[config.mk]
export PLATFORM = sky130hd
export DESIGN_NAME = port_crossbar
export DESIGN_NICKNAME = d
export VERILOG_FILES = /design/src/design/port_mismatch_detect.v /design/src/design/port_crossbar.v
export VERILOG_INCLUDE_DIRS = /design/src /design/src/design
export SDC_FILE = /design/constraint.sdc
export NUM_CORES = 1
export LEC_CHECK = 0
export ABC_AREA = 1
export BUFFER_PORTS_ARGS = -buffer_cell sky130_fd_sc_hd__buf_2
export CAP_MARGIN = 20
export CORE_ASPECT_RATIO = 1.25
export CORE_MARGIN = 3
export CORE_UTILIZATION = 28
export CTS_CLUSTER_SIZE = 30
export DETAILED_ROUTE_END_ITERATION = 10
export HOLD_SLACK_MARGIN = 0.12
export PLACE_DENSITY = 0.5
export RECOVER_POWER = 100
export REMOVE_ABC_BUFFERS = 1
export SYNTH_ARGS = -nofsm -noshare
export SYNTH_HDL_FRONTEND = slang
export SYNTH_SLANG_ARGS = --single-unit
export TNS_END_PERCENT = 10
[constraint.sdc]
create_clock -name ref_clk -period 10.2 [get_ports ref_clk]
set_input_delay 0.51 -clock ref_clk [delete_from_list [all_inputs] [get_ports ref_clk]]
set_output_delay 0.51 -clock ref_clk [all_outputs]
set_load 0.005 [all_outputs]
[src/design/port_crossbar_defines.vh]
// Register offsets, field positions and reset values of the port crossbar
// and port-match block. Included by the crossbar design file; the mismatch detector does not use it.
`ifndef PORT_CROSSBAR_DEFINES_VH
`define PORT_CROSSBAR_DEFINES_VH

// Printed offsets are not all multiples of four: they are register indices.
`define IDX_GLOBAL_CONTROL   8'hc7
`define IDX_ROUTE_SECOND     8'he2
`define IDX_P0_SELECT        8'hf2
`define IDX_P0_EXPECTED      8'hf1
`define IDX_P1_SELECT        8'hf4
`define IDX_P1_EXPECTED      8'hf3
`define IDX_P2_SELECT        8'hb2
`define IDX_P2_EXPECTED      8'hb1
`define IDX_P3_SELECT        8'haf
`define IDX_P3_EXPECTED      8'hae
`define IDX_MATCH_STATUS     8'hd0
`define IDX_PAGE_SELECT      8'hd1

`define PAGE_CONFIG          8'h0f
`define PAGE_MATCH           8'h00

`define RST_GLOBAL_CONTROL   8'h00
`define RST_ROUTE_SECOND     8'h00
`define RST_SELECT           8'h00
`define RST_EXPECTED         8'hff
`define RST_PAGE             8'h00

// Global control fields.
`define GC_PULLUP_DIS        7
`define GC_XBAR_EN           6
`define GC_LIN_EN            0
`define GC_WRITE_MASK        8'hc1

// Second route register fields.
`define RS_TIMER1_EN         7
`define RS_TIMER0_EN         6
`define RS_ECI_EN            5
`define RS_CAP_HI            4
`define RS_CAP_LO            2
`define RS_SYSTEM_CLOCK_EN         1
`define RS_WRITE_MASK        8'hfe

`define CAP_RESERVED         3'h7
`endif

[src/design/port_mismatch_detect.v]
// Per-port masked comparison of synchronised pin levels.
// Assumes pins come from outside the clock domain; levels are caught by
// two flip-flops here before any comparison reads them.
`timescale 1ns/10ps

module port_mismatch_detect (
  input  wire        ref_clk,
  input  wire        rst,
  input  wire [7:0]  pin_in,
  input  wire [7:0]  expected,
  input  wire [7:0]  compare_select,
  output reg         mismatch_r
);

  reg [7:0] sync1_r;
  reg [7:0] sync2_r;

  // ----------------------------------------------------------------------
  // Synchroniser
  // ----------------------------------------------------------------------
  always @(posedge ref_clk or posedge rst) begin
    if (rst) begin
      sync1_r <= 8'h00;
      sync2_r <= 8'h00;
    end else begin
      sync1_r <= pin_in;
      sync2_r <= sync1_r;
    end
  end

  // ----------------------------------------------------------------------
  // Comparison
  // ----------------------------------------------------------------------
  // A deselected pin is masked on both sides and so can never differ.
  always @(posedge ref_clk or posedge rst) begin
    if (rst) begin
      mismatch_r <= 1'b0;
    end else begin
      mismatch_r <= ((sync2_r & compare_select) !=
                     (expected & compare_select));
    end
  end

endmodule

[src/design/port_crossbar.v]
// Port crossbar routing enables and port-match event logic, APB slave.
// Assumes a 32-bit APB master on ref_clk; pins arrive asynchronously.
//
// Overview of operation
// - Route-second bit 7 routes timer 1 external input to a pin.
// - Route-second bit 6 routes timer 0 external input to a pin.
// - Route-second bit 5 routes counter array external clock input.
// - Field 4:2 routes capture outputs 0..value-1 cumulatively; 111 reserved.
// - Route-second bit 1 drives the system clock out on a pin.
// - Global bit 7 clear enables weak pullups except analog pins.
// - Global bit 0 routes LIN transmit and receive to pins.
// - Each port 0-3 has a software-written expected value.
// - Mismatch when masked pins differ from masked expected value.
// - Mismatch observes pins regardless of crossbar routing.
// - Mismatch event serves as interrupt source and wake-up source.
// - Compare-select bit 0 excludes its pin, 1 includes it.
// - Route-second register at 0xE2 page 0x0F, resets to zero.
// - Global control at 0xC7 page 0x0F, resets to zero.
// - Port 0 compare-select at 0xF2 page 0x00, resets to zero.
// - Global bit 6 enables crossbar; else pins stay plain inputs.
// - Crossbar disabled keeps every port output driver disabled.
// - Expected value bit sets compared level; resets to all ones.
`timescale 1ns/10ps
`include "port_crossbar_defines.vh"

module port_crossbar (
  input  wire        ref_clk,
  input  wire        rst,
  input  wire        psel,
  input  wire        penable,
  input  wire        pwrite,
  input  wire [11:0] paddr,
  input  wire [31:0] pwdata,
  output reg  [31:0] prdata,
  output reg         pready,
  output reg         pslverr,
  input  wire [7:0]  port0_pins,
  input  wire [7:0]  port1_pins,
  input  wire [7:0]  port2_pins,
  input  wire [7:0]  port3_pins,
  input  wire [3:0]  analog_ports,
  output reg         timer1_input_route_en,
  output reg         timer0_input_route_en,
  output reg         counter_ext_clock_route_en,
  output reg  [5:0]  capture_out_route_en,
  output reg         system_clock_pin_out_en,
  output reg         lin_route_en,
  output reg         crossbar_global_en,
  output reg         port_output_drivers_en,
  output reg  [3:0]  port_pullup_en,
  output reg         match_irq,
  output reg         match_wakeup
);

  reg  [7:0]  crossbar_global_control_r;
  reg  [7:0]  crossbar_route_enables_second_r;
  reg  [7:0]  page_r;
  reg  [7:0]  sel_r [0:3];
  reg  [7:0]  exp_r [0:3];
  wire [3:0]  port_mismatch;
  wire [31:0] port_bus;
  reg  [7:0]  rd_byte;
  reg         hit;
  reg  [5:0]  cap_nxt;

  assign port_bus = {port3_pins, port2_pins, port1_pins, port0_pins};

  // Register index lookup: returns {valid, kind, port} for match registers.
  // kind 0 = compare select, 1 = expected value.
  function [3:0] match_decode;
    input [7:0] idx;
    begin
      case (idx)
        `IDX_P0_SELECT:   match_decode = 4'b1000;
        `IDX_P1_SELECT:   match_decode = 4'b1001;
        `IDX_P2_SELECT:   match_decode = 4'b1010;
        `IDX_P3_SELECT:   match_decode = 4'b1011;
        `IDX_P0_EXPECTED: match_decode = 4'b1100;
        `IDX_P1_EXPECTED: match_decode = 4'b1101;
        `IDX_P2_EXPECTED: match_decode = 4'b1110;
        `IDX_P3_EXPECTED: match_decode = 4'b1111;
        default:          match_decode = 4'b0000;
      endcase
    end
  endfunction

  wire [7:0] idx = paddr[9:2];
  wire [3:0] mdec = match_decode(idx);
  wire       acc = psel & penable & pready;
  wire       wr_en = acc & pwrite;
  wire       is_cfg_page = (page_r == `PAGE_CONFIG);
  wire       is_match_page = (page_r == `PAGE_MATCH);

  // ----------------------------------------------------------------------
  // Bus decode
  // ----------------------------------------------------------------------
  // The page register is reachable from every page so software can leave
  // any page; every other register is only visible in its own page.
  always @* begin
    rd_byte = 8'h00;
    hit     = 1'b0;
    if (paddr[11:10] == 2'b00 && paddr[1:0] == 2'b00) begin
      if (idx == `IDX_PAGE_SELECT) begin
        hit     = 1'b1;
        rd_byte = page_r;
      end else if (is_cfg_page && idx == `IDX_GLOBAL_CONTROL) begin
        hit     = 1'b1;
        rd_byte = crossbar_global_control_r;
      end else if (is_cfg_page && idx == `IDX_ROUTE_SECOND) begin
        hit     = 1'b1;
        rd_byte = crossbar_route_enables_second_r;
      end else if (is_match_page && idx == `IDX_MATCH_STATUS) begin
        hit     = 1'b1;
        rd_byte = {4'h0, port_mismatch};
      end else if (is_match_page && mdec[3]) begin
        hit     = 1'b1;
        rd_byte = mdec[2] ? exp_r[mdec[1:0]] : sel_r[mdec[1:0]];
      end
    end
  end

  // ----------------------------------------------------------------------
  // APB slave handshake
  // ----------------------------------------------------------------------
  // One wait state: pready rises in the second access cycle, so each
  // transfer takes setup plus two access cycles.
  always @(posedge ref_clk or posedge rst) begin
    if (rst) begin
      pready  <= 1'b0;
      pslverr <= 1'b0;
      prdata  <= 32'h00000000;
    end else if (psel && penable && !pready) begin
      pready  <= 1'b1;
      pslverr <= ~hit;
      prdata  <= (hit && !pwrite) ? {24'h000000, rd_byte} : 32'h00000000;
    end else begin
      pready  <= 1'b0;
      pslverr <= 1'b0;
      prdata  <= 32'h00000000;
    end
  end

  // ----------------------------------------------------------------------
  // Registers
  // ----------------------------------------------------------------------
  // Reserved bits are held at zero by write masks, whatever software does.
  always @(posedge ref_clk or posedge rst) begin
    if (rst) begin
      page_r                          <= `RST_PAGE;
      crossbar_global_control_r       <= `RST_GLOBAL_CONTROL;
      crossbar_route_enables_second_r <= `RST_ROUTE_SECOND;
    end else if (wr_en && hit) begin
      if (idx == `IDX_PAGE_SELECT)
        page_r <= pwdata[7:0];
      else if (idx == `IDX_GLOBAL_CONTROL)
        crossbar_global_control_r <= pwdata[7:0] & `GC_WRITE_MASK;
      else if (idx == `IDX_ROUTE_SECOND)
        crossbar_route_enables_second_r <=
          pwdata[7:0] & `RS_WRITE_MASK;
    end
  end

  genvar g;
  generate
    for (g = 0; g < 4; g = g + 1) begin : g_port
      always @(posedge ref_clk or posedge rst) begin
        if (rst) begin
          sel_r[g] <= `RST_SELECT;
          exp_r[g] <= `RST_EXPECTED;
        end else if (wr_en && hit && mdec[3] && mdec[1:0] == g) begin
          if (mdec[2])
            exp_r[g] <= pwdata[7:0];
          else
            sel_r[g] <= pwdata[7:0];
        end
      end

      // Pins are taken straight from the pads, not from crossbar routing.
      port_mismatch_detect u_detect (
        .ref_clk        (ref_clk),
        .rst            (rst),
        .pin_in         (port_bus[8*g+7:8*g]),
        .expected       (exp_r[g]),
        .compare_select (sel_r[g]),
        .mismatch_r     (port_mismatch[g])
      );
    end
  endgenerate

  // ----------------------------------------------------------------------
  // Routing outputs
  // ----------------------------------------------------------------------
  wire       xbar_on = crossbar_global_control_r[`GC_XBAR_EN];
  wire [2:0] cap_field =
    crossbar_route_enables_second_r[`RS_CAP_HI:`RS_CAP_LO];

  always @* begin
    if (cap_field == `CAP_RESERVED)
      cap_nxt = 6'h00;
    else
      cap_nxt = 6'h3f >> (3'h6 - cap_field);
  end

  // Nothing is routed while the crossbar is off; pins stay plain inputs.
  always @(posedge ref_clk or posedge rst) begin
    if (rst) begin
      timer1_input_route_en      <= 1'b0;
      timer0_input_route_en      <= 1'b0;
      counter_ext_clock_route_en <= 1'b0;
      capture_out_route_en       <= 6'h00;
      system_clock_pin_out_en          <= 1'b0;
      lin_route_en               <= 1'b0;
      crossbar_global_en         <= 1'b0;
      port_output_drivers_en     <= 1'b0;
      port_pullup_en             <= 4'h0;
      match_irq                  <= 1'b0;
      match_wakeup               <= 1'b0;
    end else begin
      timer1_input_route_en      <= xbar_on &
        crossbar_route_enables_second_r[`RS_TIMER1_EN];
      timer0_input_route_en      <= xbar_on &
        crossbar_route_enables_second_r[`RS_TIMER0_EN];
      counter_ext_clock_route_en <= xbar_on &
        crossbar_route_enables_second_r[`RS_ECI_EN];
      capture_out_route_en       <= xbar_on ? cap_nxt : 6'h00;
      system_clock_pin_out_en          <= xbar_on &
        crossbar_route_enables_second_r[`RS_SYSTEM_CLOCK_EN];
      lin_route_en               <= xbar_on &
        crossbar_global_control_r[`GC_LIN_EN];
      crossbar_global_en         <= xbar_on;
      port_output_drivers_en     <= xbar_on;
      port_pullup_en             <= ~analog_ports &
        {4{~crossbar_global_control_r[`GC_PULLUP_DIS]}};
      match_irq                  <= |port_mismatch;
      match_wakeup               <= |port_mismatch;
    end
  end

endmodule

# == Word level (Yosys, flattened, before mapping) ==
# Cells that the tools add are included.
# totals
register_bits,201
output_inout_bits,53
word_cells,141
# classes
addsub,1
bitwise,24
n_reduce_logical,32
shift,1
magnitude_cmp,1
n_eq_ne,21
mux,26
# op_table
cell,count
$mux 8,13
$eq 8x8->1 const B,12
$and 8x8->8,8
$bmux 8 s2,2
$ne 8x8->1,4
$pmux 4 s8,1
$reduce_and 2->1,9
$logic_and 1x1->1,14
$mux 6,2
$and 1x1->1,8
$eq 8x4->1 const B,1
$logic_not 8->1,1
$mux 1,8
$logic_not 2->1,3
$shr 6x3->6 const A,1
$not 1->1,5
$and 4x4->4,1
$eq 2x2->1 const B,2
$not 4->4,1
$reduce_and 4->1,1
$reduce_or 4->1,1
$eq 3x3->1 const B,1
$ge 3x3->1 const B,1
$not 2->3,1
other kinds (4),5

# == Logic depth before layout (Yosys ltp) ==
# logic_depth
word_depth,15
depth_mapped,15
mapped_depth_nobuf,15

# == Cells and area by module ==
# Synthesis repeated with hierarchy kept, for this count alone.
# unflattened
hier_cells,942
area_unflattened_um2,7875.1
# modules_own_cells
module,seq_area_each_um2,n_inst,area_each_um2,cells_per_inst
port_crossbar,2767.7,1,5392.7,682
port_mismatch_detect,425.4,4,620.6,65

# == Worst setup path before layout ==
# Ideal clock, no wire load.
# synth_timing
path_type,input to register
startpoint,in paddr[5]
endpoint,reg sel_r[16] in the netlist's numbering
setup_time_ns,0.126
t_required_ns,10.074
t_arrival_ns,1.851
path_stages,13
path_slack_ns,8.223
cell_sequence,inv_1 > nand2_1 > nor2_1 > nand2_1 > nand2_4 > inv_4 > nand2_4 > o21ai_2 > nand2_4 > nand4_2 > nor2_4 > buf_6 > o21ai_0
# synth_between
elab_chain_len,13
elab_cells_between_ends,29
# synth_rtl
item,line_no,rtl
from (decl),port_crossbar.v:32,"input wire [11:0] paddr,"
$eq 8x8->1,port_crossbar.v:73,case (idx)
$pmux 4 s8,port_crossbar.v:73,
$logic_and 1x1->1,port_crossbar.v:115,end else if (is_match_page && mdec[3]) begin
$mux 1,port_crossbar.v:115,
$mux 1,port_crossbar.v:112,end else if (is_match_page && idx == `IDX_MATCH_STATUS) begin
$mux 1,port_crossbar.v:109,end else if (is_cfg_page && idx == `IDX_ROUTE_SECOND) begin
$mux 1,port_crossbar.v:106,end else if (is_cfg_page && idx == `IDX_GLOBAL_CONTROL) begin
$mux 1,port_crossbar.v:103,if (idx == `IDX_PAGE_SELECT) begin
$mux 1,port_crossbar.v:102,if (paddr[11:10] == 2'b00 && paddr[1:0] == 2'b00) begin
$logic_and 1x1->1 (3 in series),port_crossbar.v:170,end else if (wr_en && hit && mdec[3] && mdec[1:0] == g) begin
$reduce_and 2->1 (no source line) *,-,
"to (signal, indexed assignment)",port_crossbar.v:168,sel_r[g] <= `RST_SELECT;
"to (signal, indexed assignment)",port_crossbar.v:174,sel_r[g] <= pwdata[7:0];
to (decl),port_crossbar.v:58,reg [7:0] sel_r [0:3];
# Every way passes the cells marked *; elsewhere a longest branch is shown, timed or not.
# A chain may end at the register's enable or synchronous reset.

==> results.cfg <==
[worst_setup_path]
critPathSlowestCell = clkbuf_1
critPathCaptureType = async pin
critPathMaxStageDelay_ns = 2.61
cp_cell_sequence = buf_2 -> clkinvlp_2 -> clkbuf_1
path_class = input pin to async pin
crit_path_max_fanout = 68
cp.arrival_ns = 4.94
cp-start-kind = input pin
worstPathRequired_ns = 9.93
reg2reg_depth = 12

[layout]
fin_nets = 1020
regArea_sq_um = 4469
drive_gt1_frac = 0.1492
area_delta_synth_final_pct = 13.31
final_core_util = 0.3252
multiInputGateArea_sq_um = 2434
final_cells = 1291
fillerInstances = 2859

[clock_tree]
cts_inserted_buffers = 17
cts_resized = 0
cts_tree = built
cts_root_buf = clkbuf_16
clockBufferDepth = 2
clk_pin_slew_ns = 0.06
cts_hold_buf = 0
htreeDepth = 4
cts_setup_buffers = 0
clk_latency_ns = 0.44
numClockSinks = 177

[power_and_ir_drop]
p_per_area_nw_per_um2 = 158.9
p_leak_uw = 0.004474
p_total_uw = 1395
peakVddDrop_v = 0.00007795

[worst_hold_path]
hold_class = input pin to flop
whs_path_depth = 1

[synth]
synth-edff-count = 0
syn_inst = 849
syn_area_sq_um = 7747
async_reset_ff_frac = 1.000
synth_common_cells = 219 x nand2_1, 145 x dfrtp_1, 114 x inv_1
ys_ff_latch = 177
synthFlopType = dfrtp_1
yosysUniqueCellTypes = 42
synth_top_area_cell = dfrtp_1
ys_seq_area_frac = 0.5769
post-synth-top-count-cell = nand2_1
synth_area_per_cell_sq_um = 9.125
synthTopCellsByArea = dfrtp_1 47%, dfstp_2 11%, nand2_1 11%
yosysWarnings = 0
synth.top_cell.area_share = 0.4683

[die]
core_area_sq_um = 26990
die_height_um = 192.0
dieWidth_um = 154.8
rows = 67
die_area_sq_um = 29710
start_util = 0.2870
ios = 138

[global_routing]
grt_pass1_wl_um = 31360
track_usage = 0.1383
grt_max_degree = 69
first_global_vias = 5576
grt_use_met2 = 0.2302
grt_busiest_layer = met2
use_met1 = 0.1759
gr-total-overflow = 0
antenna_found_initial = 1
grt.met3_usage = 0.02907

[place]
gp_congestion = 0.8705
portBuffers = 89
dp_slack_ns = 7.240
dp_cells = 1258
hpwlAfterDp_um = 14590

[timing]
setup_violations = 0
hold_viol = 0
rsz0062_at_grt = false
fin_crit_sh = 0.5106
setup_ws_ns = 4.992
setup_tns_ns = 0
skew_ns = 0.01070
max_freq_ghz = 0.1920
worst_pin_slew_ns = 3.556
drv_slew = 182
slew_headroom = -1.370
final.min_clock_period_ns = 5.208

[run_status]
status = complete, but fails checks
violations = capacitance limit, slew limit

[detailed_routing]
wl_per_cell_um = 15.35
drc = 0
drt_iter0_markers = 367
firstDrtPassIters = 5
via_per_inst = 4.323
routed_wl_um = 19820
ant_nets = 0
dr_total_vias = 5581

[run]
max_cap_violations = 3
-- kinds of logic after synthesis --
family,Yosys count,synth area share
AND/OR/NAND/NOR,342,0.2019
XOR/XNOR,6,0.006783
adder cells (fa/ha/maj),3,0.004845
other,1,0.0004840
AO/OA/AOI/OAI,153,0.1072
flip-flops,177,0.5769
buffers and inverters,167,0.1019
-- where the power goes --
group	internal [uW]	total [uW]	switching [uW]	leakage (uW)
clock network	351	622	271	0.000283
registers	716	722	5.58	0.00200
logic	14.2	52.0	37.8	0.00219
-- state kept, by name, summed over array words and instances (netlist names), 3 cells and up --
name                             cells
page_r                               8
sel_r                               32
g_port.u_detect.mismatch_r           4
crossbar_route_enables_second_r      7
exp_r                               32
port_pullup_en                       4
g_port.u_detect.sync1_r             32
crossbar_global_control_r            3
prdata                               8
g_port.u_detect.sync2_r             32
capture_out_route_en                 6
-- final timing paths --
check | startpoint | endpoint | slack [ns]
worst min-delay path | port2_pins[1] | g_port[2].u_detect.sync1_r[1]$_DFF_PP0_ | 0.17
max in group ref_clk | paddr[6] | sel_r[28]$_DFFE_PP0P_ | 6.61
worst min register to register | g_port[0].u_detect.sync1_r[3]$_DFF_PP0_ | g_port[0].u_detect.sync2_r[3]$_DFF_PP0_ | 0.35
worst max-delay path | rst | sel_r[1]$_DFFE_PP0P_ | 4.99
min in group asynchronous | rst | g_port[0].u_detect.sync1_r[5]$_DFF_PP0_ | 0.91
worst max register to register | page_r[7]$_DFFE_PP0P_ | sel_r[28]$_DFFE_PP0P_ | 7.55
-- stage by stage --
step | hold slack [ns] | cell area (sq um)
after detailed placement | 0.3355 | 8383
final | 0.1742 | 8778
after CTS | 0.1560 | 8949
after global placement | 0.3344 | 8383
after global routing | 0.1540 | 8776
after floorplan | 0.3312 | 7486
-- per-layer routing --
metal	wire length, um	up-vias	share of wire
met4	479	0	0.024
li1	-	2803	-
met5	0	-	0
met1	8682	2624	0.44
met2	9757	127	0.49
met3	901	27	0.045
-- area by class of cell --
class | instances | share of cell area
Tap cell | 345 | 0.04917
Inverter | 117 | 0.05031
Clock buffer | 25 | 0.05872
Multi-Input combinational cell | 528 | 0.2772
Timing Repair Buffer | 91 | 0.04946
Clock inverter | 7 | 0.005701
Sequential cell | 177 | 0.5091
Antenna cell | 1 | 0.0002851
-- placed cells by master (no fill, tap or decap), drive strengths merged --
cell type	count
nand3b	2
o21ai	106
nand3	42
nand2	222
clkbuf	42
diode	1
clkinvlp	2
inv	115
buf	74
dfstp	32
a2111o	2
conb	24
or2	1
a21boi	3
a21oi	27
nand4	11
clkinv	7
nor2	56
or3	1
nor3	2
xnor2	5
o22a	1
o2111ai	2
o22ai	3
ha	3
a22oi	9
dfrtp	145
xor2	1
or4	2
nor4	2
and3	1
-- worst max-delay path: cells and delay by family --
| kind | cells | cell delay (ns) |
|---|---|---|
| buffers and inverters | 3 | 4.36 |
(Power assumes the default switching activity.)
